File: src/common/ebm_pkg.sv
// constants for the serial-rom control bits and the pin function register
// assumes one clock domain and a register port with byte enables
// Function
// - the serial rom clock pin follows control bit 24, reset 0.
// - the serial rom select pin is high while control bit 25 is 1, reset 0.
// - control bit 26 drives the serial rom write data pin, reset 0.
// - reading control bit 27 returns the level of the serial rom read data pin.
// - control bit 28 reads 1 when a valid rom image was found.
// - writing 1 to bit 29 starts a reload that clears the bit when the rom read ends.
// - bits 24, 25, 26 and 29 are host written only; bits 27 and 28 are read only.
// - a pin field of 00 is plain input, 01 inverted input, 10 drive low, 11 drive high.
// - the field of pin n sits at bits 2n+1 down to 2n, pins 0 to 7.
// - pin fields reset to 00, load from the rom image and are host read and write.
// - with the mode straps at 01, pin 0 is held as a forced output.
// - with control bits 6:5 not 00, pin 1 is held as a forced output.
// - with control bit 7 set, pin 2 is a wake input whose polarity is pin field bit 4.
// - control bits 1:0 read back the mode strap levels.
// - control bit 7 clear blocks pin 2 from raising the wake event.
package ebm_pkg;
  localparam logic [7:0]  CTRL_OFFSET      = 8'h00;
  localparam logic [7:0]  PINCFG_OFFSET    = 8'h04;
  localparam int          BIT_ROM_CLOCK    = 24;
  localparam int          BIT_ROM_SELECT   = 25;
  localparam int          BIT_ROM_WDATA    = 26;
  localparam int          BIT_ROM_RDATA    = 27;
  localparam int          BIT_ROM_VALID    = 28;
  localparam int          BIT_RELOAD       = 29;
  localparam int          BIT_WAKE_ENABLE  = 7;
  localparam int          PDF_LSB          = 5;
  localparam int          PIN_COUNT        = 8;
  localparam int          SYNC_WIDTH       = 11;
  localparam logic [7:0]  CTRL_LOW_RESET   = 8'h00;
  localparam logic [7:0]  CTRL_LOW_MASK    = 8'hfc;
  localparam logic [15:0] PINCFG_RESET     = 16'h0000;
  localparam logic [1:0]  STRAP_PARALLEL   = 2'h1;
  localparam logic [1:0]  PDF_DISABLED     = 2'h0;
  typedef enum logic [0:0] {
    EBM_RELOAD_IDLE = 1'b0,
    EBM_RELOAD_BUSY = 1'b1
  } ebm_reload_e;
endpackage : ebm_pkg

File: src/hdl/ebm_sync.sv
// three-stage input synchroniser with agreement filter
// assumes inputs are asynchronous to clk
`timescale 1ns/100ps
module ebm_sync #(
  parameter int WIDTH = 1
) (
  input  wire logic             clk,
  input  wire logic             reset_n,
  input  wire logic [WIDTH-1:0] async_in,
  output logic      [WIDTH-1:0] sync_out
);
  logic [WIDTH-1:0] stage1;
  logic [WIDTH-1:0] stage2;
  logic [WIDTH-1:0] stage3;
  logic [WIDTH-1:0] next_sync_out;

  // a bit moves only once stages two and three agree, so one-cycle glitches are dropped
  always_comb begin
    for (int i = 0; i < WIDTH; i++) begin
      next_sync_out[i] = (stage2[i] == stage3[i]) ? stage3[i] : sync_out[i];
    end
  end

  // stage1 feeds stage2 and nothing else
  always_ff @(posedge clk or negedge reset_n) begin
    if (!reset_n) begin
      stage1   <= '0;
      stage2   <= '0;
      stage3   <= '0;
      sync_out <= '0;
    end else begin
      stage1   <= async_in;
      stage2   <= stage1;
      stage3   <= stage2;
      sync_out <= next_sync_out;
    end
  end
endmodule : ebm_sync

File: src/hdl/ebm_config_regs.sv
// control register and pin function register with serial rom bit-bang pins
// assumes the register port and rom loader run on clk; pins are asynchronous
`timescale 1ns/100ps
module ebm_config_regs (
  input  wire logic        clk,
  input  wire logic        reset_n,
  input  wire logic [7:0]  reg_addr,
  input  wire logic [3:0]  reg_be,
  input  wire logic        reg_wr,
  input  wire logic        reg_rd,
  input  wire logic [31:0] reg_wdata,
  output logic      [31:0] reg_rdata,
  input  wire logic [1:0]  mode_strap_pin,
  input  wire logic        serial_rom_read_data_pin,
  output logic             serial_rom_clock_pin,
  output logic             serial_rom_select_pin,
  output logic             serial_rom_write_data_pin,
  input  wire logic        rom_image_valid,
  input  wire logic        rom_load_strobe,
  input  wire logic [7:0]  rom_load_addr,
  input  wire logic [31:0] rom_load_data,
  input  wire logic        reload_done,
  output logic             reload_request,
  input  wire logic [7:0]  general_purpose_pin_in,
  output logic      [7:0]  general_purpose_pin_out,
  output logic      [7:0]  general_purpose_pin_oe,
  output logic      [7:0]  pin_input_level,
  output logic             wake_event_input,
  output logic      [7:0]  ctrl_low
);
  // true when a pin field selects one of the output modes
  function automatic logic field_drives(input logic [1:0] mode);
    field_drives = mode[1];
  endfunction : field_drives

  logic [10:0] sync_bits;
  logic [7:0]  pin_sync;
  logic [1:0]  strap_sync;
  logic        rom_di_sync;

  // every pin input passes the synchroniser before any use
  ebm_sync #(
    .WIDTH    (ebm_pkg::SYNC_WIDTH)
  ) u_sync (
    .clk      (clk),
    .reset_n  (reset_n),
    .async_in ({serial_rom_read_data_pin, mode_strap_pin, general_purpose_pin_in}),
    .sync_out (sync_bits)
  );
  assign pin_sync    = sync_bits[7:0];
  assign strap_sync  = sync_bits[9:8];
  assign rom_di_sync = sync_bits[10];

  logic        host_ctrl_wr;
  logic        host_pin_wr;
  logic        load_ctrl;
  logic        load_pin;
  logic        reload_set;
  assign host_ctrl_wr = reg_wr && (reg_addr == ebm_pkg::CTRL_OFFSET);
  assign host_pin_wr  = reg_wr && (reg_addr == ebm_pkg::PINCFG_OFFSET);
  assign load_ctrl    = rom_load_strobe && (rom_load_addr == ebm_pkg::CTRL_OFFSET);
  assign load_pin     = rom_load_strobe && (rom_load_addr == ebm_pkg::PINCFG_OFFSET);
  assign reload_set   = host_ctrl_wr && reg_be[3] && reg_wdata[ebm_pkg::BIT_RELOAD];

  // stored register state
  logic [7:0]  next_ctrl_low;
  logic [15:0] pin_function_config;
  logic [15:0] next_pin_function_config;
  logic        next_rom_clock;
  logic        next_rom_select;
  logic        next_rom_wdata;
  logic        rom_valid;
  logic        next_rom_valid;

  // host writes win over a rom load in the same cycle; loads only touch loadable bits
  always_comb begin
    next_ctrl_low            = ctrl_low;
    next_pin_function_config = pin_function_config;
    next_rom_clock           = serial_rom_clock_pin;
    next_rom_select          = serial_rom_select_pin;
    next_rom_wdata           = serial_rom_write_data_pin;
    next_rom_valid           = rom_image_valid;
    if (load_ctrl) begin
      next_ctrl_low = rom_load_data[7:0] & ebm_pkg::CTRL_LOW_MASK;
    end
    if (load_pin) begin
      next_pin_function_config = rom_load_data[15:0];
    end
    if (host_ctrl_wr && reg_be[0]) begin
      next_ctrl_low = reg_wdata[7:0] & ebm_pkg::CTRL_LOW_MASK;
    end
    // rom pin bits come from the host alone, never from the image
    if (host_ctrl_wr && reg_be[3]) begin
      next_rom_clock  = reg_wdata[ebm_pkg::BIT_ROM_CLOCK];
      next_rom_select = reg_wdata[ebm_pkg::BIT_ROM_SELECT];
      next_rom_wdata  = reg_wdata[ebm_pkg::BIT_ROM_WDATA];
    end
    if (host_pin_wr && reg_be[0]) begin
      next_pin_function_config[7:0] = reg_wdata[7:0];
    end
    if (host_pin_wr && reg_be[1]) begin
      next_pin_function_config[15:8] = reg_wdata[15:8];
    end
  end

  always_ff @(posedge clk or negedge reset_n) begin
    if (!reset_n) begin
      ctrl_low                  <= ebm_pkg::CTRL_LOW_RESET;
      pin_function_config       <= ebm_pkg::PINCFG_RESET;
      serial_rom_clock_pin      <= 1'b0;
      serial_rom_select_pin     <= 1'b0;
      serial_rom_write_data_pin <= 1'b0;
      rom_valid                 <= 1'b0;
    end else begin
      ctrl_low                  <= next_ctrl_low;
      pin_function_config       <= next_pin_function_config;
      serial_rom_clock_pin      <= next_rom_clock;
      serial_rom_select_pin     <= next_rom_select;
      serial_rom_write_data_pin <= next_rom_wdata;
      rom_valid                 <= next_rom_valid;
    end
  end

  // reload sequencer; a new request in the done cycle keeps it busy
  ebm_pkg::ebm_reload_e reload_state;
  ebm_pkg::ebm_reload_e next_reload_state;
  logic                 next_reload_request;

  always_comb begin
    next_reload_state = reload_state;
    case (reload_state)
      ebm_pkg::EBM_RELOAD_IDLE: begin
        if (reload_set) begin
          next_reload_state = ebm_pkg::EBM_RELOAD_BUSY;
        end
      end
      ebm_pkg::EBM_RELOAD_BUSY: begin
        if (reload_done && !reload_set) begin
          next_reload_state = ebm_pkg::EBM_RELOAD_IDLE;
        end
      end
      default: begin
        next_reload_state = ebm_pkg::EBM_RELOAD_IDLE;
      end
    endcase
    next_reload_request = (next_reload_state == ebm_pkg::EBM_RELOAD_BUSY);
  end

  always_ff @(posedge clk or negedge reset_n) begin
    if (!reset_n) begin
      reload_state   <= ebm_pkg::EBM_RELOAD_IDLE;
      reload_request <= 1'b0;
    end else begin
      reload_state   <= next_reload_state;
      reload_request <= next_reload_request;
    end
  end

  // pin decode, one field per pin at bits 2n+1:2n
  logic [7:0] next_pin_out;
  logic [7:0] next_pin_oe;
  logic [7:0] next_pin_level;
  logic [7:0] pin_forced;
  logic       wake_enable;
  logic       next_wake;

  assign wake_enable = ctrl_low[ebm_pkg::BIT_WAKE_ENABLE];
  // pins 0 and 1 are taken over by parallel port and power-down
  assign pin_forced[0] = (strap_sync == ebm_pkg::STRAP_PARALLEL);
  assign pin_forced[1] = (ctrl_low[ebm_pkg::PDF_LSB +: 2] != ebm_pkg::PDF_DISABLED);
  assign pin_forced[7:2] = 6'h00;

  genvar n;
  generate
    for (n = 0; n < ebm_pkg::PIN_COUNT; n++) begin : g_pin
      logic [1:0] mode;
      logic       wake_owned;
      assign mode       = pin_function_config[2*n +: 2];
      assign wake_owned = (n == 2) && wake_enable;
      // forced pins drive low; a wake pin is always an input
      assign next_pin_oe[n]    = !wake_owned && (pin_forced[n] || field_drives(mode));
      assign next_pin_out[n]   = !pin_forced[n] && field_drives(mode) && mode[0];
      assign next_pin_level[n] = pin_sync[n] ^ mode[0];
    end
  endgenerate

  // polarity of the wake input is field bit 4; disabled means no event
  assign next_wake = wake_enable && (pin_sync[2] ^ pin_function_config[4]);

  always_ff @(posedge clk or negedge reset_n) begin
    if (!reset_n) begin
      general_purpose_pin_out <= 8'h00;
      general_purpose_pin_oe  <= 8'h00;
      pin_input_level         <= 8'h00;
      wake_event_input        <= 1'b0;
    end else begin
      general_purpose_pin_out <= next_pin_out;
      general_purpose_pin_oe  <= next_pin_oe;
      pin_input_level         <= next_pin_level;
      wake_event_input        <= next_wake;
    end
  end

  // read data registered; unmapped offsets and reserved bits read zero
  logic [31:0] next_rdata;
  always_comb begin
    next_rdata = reg_rdata;
    if (reg_rd) begin
      next_rdata = 32'h0000_0000;
      if (reg_addr == ebm_pkg::CTRL_OFFSET) begin
        next_rdata[7:0]                     = ctrl_low;
        next_rdata[1:0]                     = strap_sync;
        next_rdata[ebm_pkg::BIT_ROM_CLOCK]  = serial_rom_clock_pin;
        next_rdata[ebm_pkg::BIT_ROM_SELECT] = serial_rom_select_pin;
        next_rdata[ebm_pkg::BIT_ROM_WDATA]  = serial_rom_write_data_pin;
        next_rdata[ebm_pkg::BIT_ROM_RDATA]  = rom_di_sync;
        next_rdata[ebm_pkg::BIT_ROM_VALID]  = rom_valid;
        next_rdata[ebm_pkg::BIT_RELOAD]     = reload_request;
      end else if (reg_addr == ebm_pkg::PINCFG_OFFSET) begin
        next_rdata[15:0] = pin_function_config;
      end
    end
  end

  always_ff @(posedge clk or negedge reset_n) begin
    if (!reset_n) begin
      reg_rdata <= 32'h0000_0000;
    end else begin
      reg_rdata <= next_rdata;
    end
  end

  // checks beside the logic they guard
  a_rom_clock_write: assert property (@(posedge clk) disable iff (!reset_n)
    (host_ctrl_wr && reg_be[3]) |=> (serial_rom_clock_pin == $past(reg_wdata[24])))
    else $error("rom clock pin did not follow bit 24");
  a_rom_select_write: assert property (@(posedge clk) disable iff (!reset_n)
    (host_ctrl_wr && reg_be[3]) |=> (serial_rom_select_pin == $past(reg_wdata[25])))
    else $error("rom select pin did not follow bit 25");
  a_rom_wdata_hold: assert property (@(posedge clk) disable iff (!reset_n)
    !(host_ctrl_wr && reg_be[3]) |=> $stable(serial_rom_write_data_pin))
    else $error("rom write data changed without a host write");
  // the loader may answer in the very next cycle, so only the rise is checked here
  a_reload_sets: assert property (@(posedge clk) disable iff (!reset_n)
    reload_set |=> reload_request)
    else $error("reload request not raised by a write of one");
  a_reload_clears: assert property (@(posedge clk) disable iff (!reset_n)
    (reload_request && reload_done && !reload_set) |=> !reload_request)
    else $error("reload request not cleared after rom read");
  a_reload_idle: assert property (@(posedge clk) disable iff (!reset_n)
    (!reload_request && !reload_set) |=> !reload_request)
    else $error("reload request rose without a write of one");
  a_rdata_read: assert property (@(posedge clk) disable iff (!reset_n)
    (reg_rd && reg_addr == ebm_pkg::CTRL_OFFSET)
      |=> (reg_rdata[27] == $past(rom_di_sync)) && (reg_rdata[1:0] == $past(strap_sync)))
    else $error("read data pin or straps not returned");
  a_pin3_decode: assert property (@(posedge clk) disable iff (!reset_n)
    ##1 (general_purpose_pin_oe[3] == $past(pin_function_config[7]))
      && (general_purpose_pin_out[3] == $past(pin_function_config[7] & pin_function_config[6])))
    else $error("pin 3 field decode wrong");
  a_pin0_forced: assert property (@(posedge clk) disable iff (!reset_n)
    (strap_sync == 2'h1) |=> general_purpose_pin_oe[0] && !general_purpose_pin_out[0])
    else $error("pin 0 not forced in parallel mode");
  a_pin1_forced: assert property (@(posedge clk) disable iff (!reset_n)
    (ctrl_low[6:5] != 2'h0) |=> general_purpose_pin_oe[1])
    else $error("pin 1 not forced in power-down mode");
  a_wake_gated: assert property (@(posedge clk) disable iff (!reset_n)
    ##1 (wake_event_input == $past(ctrl_low[7] & (pin_sync[2] ^ pin_function_config[4]))))
    else $error("wake input gating or polarity wrong");
endmodule : ebm_config_regs

File: config.mk
export PLATFORM = sky130hd
export DESIGN_NAME = ebm_config_regs
export DESIGN_NICKNAME = d
export VERILOG_FILES = /design/src/common/ebm_pkg.sv /design/src/hdl/ebm_sync.sv /design/src/hdl/ebm_config_regs.sv
export SDC_FILE = /design/constraint.sdc
export NUM_CORES = 1
export LEC_CHECK = 0
export ABC_AREA = 1
export BUFFER_PORTS_ARGS = -buffer_cell sky130_fd_sc_hd__clkbuf_2
export CAP_MARGIN = 20
export CORE_ASPECT_RATIO = 0.75
export CORE_MARGIN = 8
export CORE_UTILIZATION = 45
export DETAILED_ROUTE_END_ITERATION = 7
export GPL_ROUTABILITY_DRIVEN = 0
export PLACE_DENSITY = 0.81
export SETUP_SLACK_MARGIN = 0.1
export SLEW_MARGIN = 10
export SYNTH_ARGS = -nofsm -noshare
export SYNTH_HDL_FRONTEND = slang
export SYNTH_HIERARCHICAL = 1
export SYNTH_SLANG_ARGS = --single-unit
export TNS_END_PERCENT = 1
File: constraint.sdc
create_clock -name clk -period 2.6 [get_ports clk]
set_input_delay 0 -clock clk [delete_from_list [all_inputs] [get_ports clk]]
set_output_delay 0 -clock clk [all_outputs]
set_load 0.05 [all_outputs]
==> run summary <==
# IOs - 171
First-pass GRT wire length - 21560 um
Fmax - 0.5211 GHz
# fillers - 828
Starting density of the core - 0.4646
Total gr overflow - 0
Synth warn - 6
Max-Cap Viols - 0
Syn Area/Cell - 9.393 um2
Max Slew Vio Count - 0
Clock latency on the worst-skew pair - 0.41 ns
Final hold violations - 0
Die width - 135.5 um
CP required - 2.93 ns
Reg2reg end - reload_state
Root buffer cell - clkbuf_16
Critical Path AT - 2.25 ns
CP endpoint - reload_state
Power Dens Cells - 739.7 nW/um2
Maximum clock path buffer count - 2
Routed length per placed instance - 15.86 um
Mapped Cells - 513
Cell area after layout - 6654 um2
CTS tree - yes
Initial antenna violation count - 0
Num CTS Buffers - 17
Via density - 4.975
Yosys reg bits - 118
Final non-filler cell total - 844
Layout cell share with drive strength beyond 1 - 0.2514
Period minus WS final - 1.919 ns
DRT Pass-1 Iters - 5
Postcts setup bufs - 0
Hold Crit Start - rom_load_data[6]
Hold Crit Class - in2reg
Core Area - 10370 um2
Register Area - 2953 um2
Nets - 799
Worst setup path startpoint - reg_addr[1]
Count of cell types in the netlist - 27
Leak - 3.618 nW
Seq/Total Area, Yosys - 0.6128
Worst-path fanout max - 22
Worst setup EP type - register
# rows - 32
Die footprint - 14310 um2
Hold WS - 0.02860 ns
Clock slew at reported path FFs - 0.05 ns
Hold buffers post-CTS - 55
Initial drt markers - 519
Global-route usage over all layers - 0.1908
Core Util, Final - 0.6417
Final ANT Viol Nets - 0
RSZ-0062 raised after global routing - no
Final setup vio count - 0
Vias post-DR - 4199
R2r worst-path depth - 3
Routed WL - 13390 um
H-Tree Depth - 4
Tcrit/Tclk final - 0.7380
Startpoint class of the critical path - primary input
DRC violations left - 0
N_diodes - 0
Clk_skew - 0.005617 ns
Slew headroom - 0.4869
Die height - 105.6 um
Post-DP HPWL - 9120 um
Run status - finished, final reports clean
Synthesized cell area - 4818 um2
Reg-to-Reg Start - reload_state
VDD IR-drop max - 374.5 uV
Number of global-route vias before repair - 4290
Layout area overhead - 38.09%
# resized after CTS - 0
Number of buffers added on ports - 129
Transition time of the tightest slew-check pin - 0.7687 ns
Placed insts - 759
WS Path Type - in2reg
DP Area - 5502 um2
Largest net degree at the start of global routing - 73
Post-Route Setup TNS - 0 ns
Multi-input logic area - 1496 um2
Sinks on Clock Net - 118
R2R setup slack - 1.37 ns
synth_stat cells (all sizes together):
master  number  area, um2
or2          2      15.02
o22ai        1      6.260
clkbuf       6      22.52
xor2         7      61.31
nand4       22      137.6
nor2        27      142.6
nand2      161      614.3
dfrtp      118       2953
nor4         1      6.260
inv         53      198.9
a21boi       1      7.510
a21oi       11      55.05
o21ai       21      105.1
nand3       54      300.3
conb         1      3.750
buf         27      188.9
report_power, final:
group	internal [mW]	total [mW]	switching, mW
logic	0.164	0.557	0.393
clock network	1.55	2.33	0.782
registers	1.95	2.03	0.0807
worst min-delay path by stage:
stage	cells after the start	slack, ns	to
after floorplan	0	-0.30	ctrl_low[2]
after global placement	1	0.03	u_sync/stage1[1]
after detailed placement	1	0.04	u_sync/stage1[1]
after CTS	5	0.01	ctrl_low[6]
after global routing	5	0.04	ctrl_low[6]
final	5	0.03	ctrl_low[6]
area by class of cell:
cell class | count | share of cell area
timing repair buffer | 187 | 0.1854
tap | 136 | 0.02557
multi-input combinational | 320 | 0.2249
sequential | 118 | 0.4438
inverter | 53 | 0.02990
clock buffer | 23 | 0.07634
clock inverter | 7 | 0.01410
routing by layer:
| metal | track usage | vias to the layer above | wire length, um |
|---|---|---|---|
| met5 | 0 | - | 0 |
| met4 | 0.04664 | 0 | 146 |
| met3 | 0.07732 | 19 | 1264 |
| met2 | 0.2966 | 212 | 6202 |
| met1 | 0.2436 | 2002 | 5774 |
| li1 | - | 1966 | - |
critical path, cell delays in order:
cell           delay, ns
clkbuf_2            0.09
nor2_1              0.19
nand2_1             0.20
nor2_4              0.48
nand3_1             0.44
o22ai_1             0.25
dlygate4sd3_1       0.59
cells in the final DEF (no fill, tap or decap), types with 3 or more instances in the layout:
master and count:
nand2_1 157, clkbuf_2 128, dfrtp_1 118, dlygate4sd3_1 55, inv_1 53, nand3_1 51, nand4_1 22, nor2_1 20
o21ai_0 19, clkbuf_16 17, conb_1 12, a21oi_1 11, xor2_1 7, clkbuf_8 6, nor2_2 4, nand2_2 4
buf_4 3
sequential cells by signal, summed over array words and instances, names as in the netlist:
signal and cells:
u_sync/stage2 11, general_purpose_pin_oe 8, reload_state 1, serial_rom_clock_pin 1, serial_rom_write_data_pin 1, reg_rdata 22
serial_rom_select_pin 1, u_sync/stage1 11, general_purpose_pin_out 8, u_sync/stage3 11, u_sync/sync_out 11, ctrl_low 6
pin_function_config 16, rom_valid 1, pin_input_level 8, wake_event_input 1
kinds of logic after synthesis:
logic type,synth area share
compound gates,0.03610
flops,0.6128
other cells,0.0007783
simple gates,0.2524
buf+inv,0.08517
xor+xnor,0.01272
per-stage QoR:
step / power [mW] / setup slack (ns)
2_1_floorplan: 2.386 / 1.610
3_3_place_gp: 2.555 / 0.9785
3_5_place_dp: 2.576 / 0.7944
4_1_cts: 4.952 / 0.7868
5_1_grt: 5.108 / 0.6081
6_report: 4.922 / 0.6812
(Power assumes the default switching activity.)
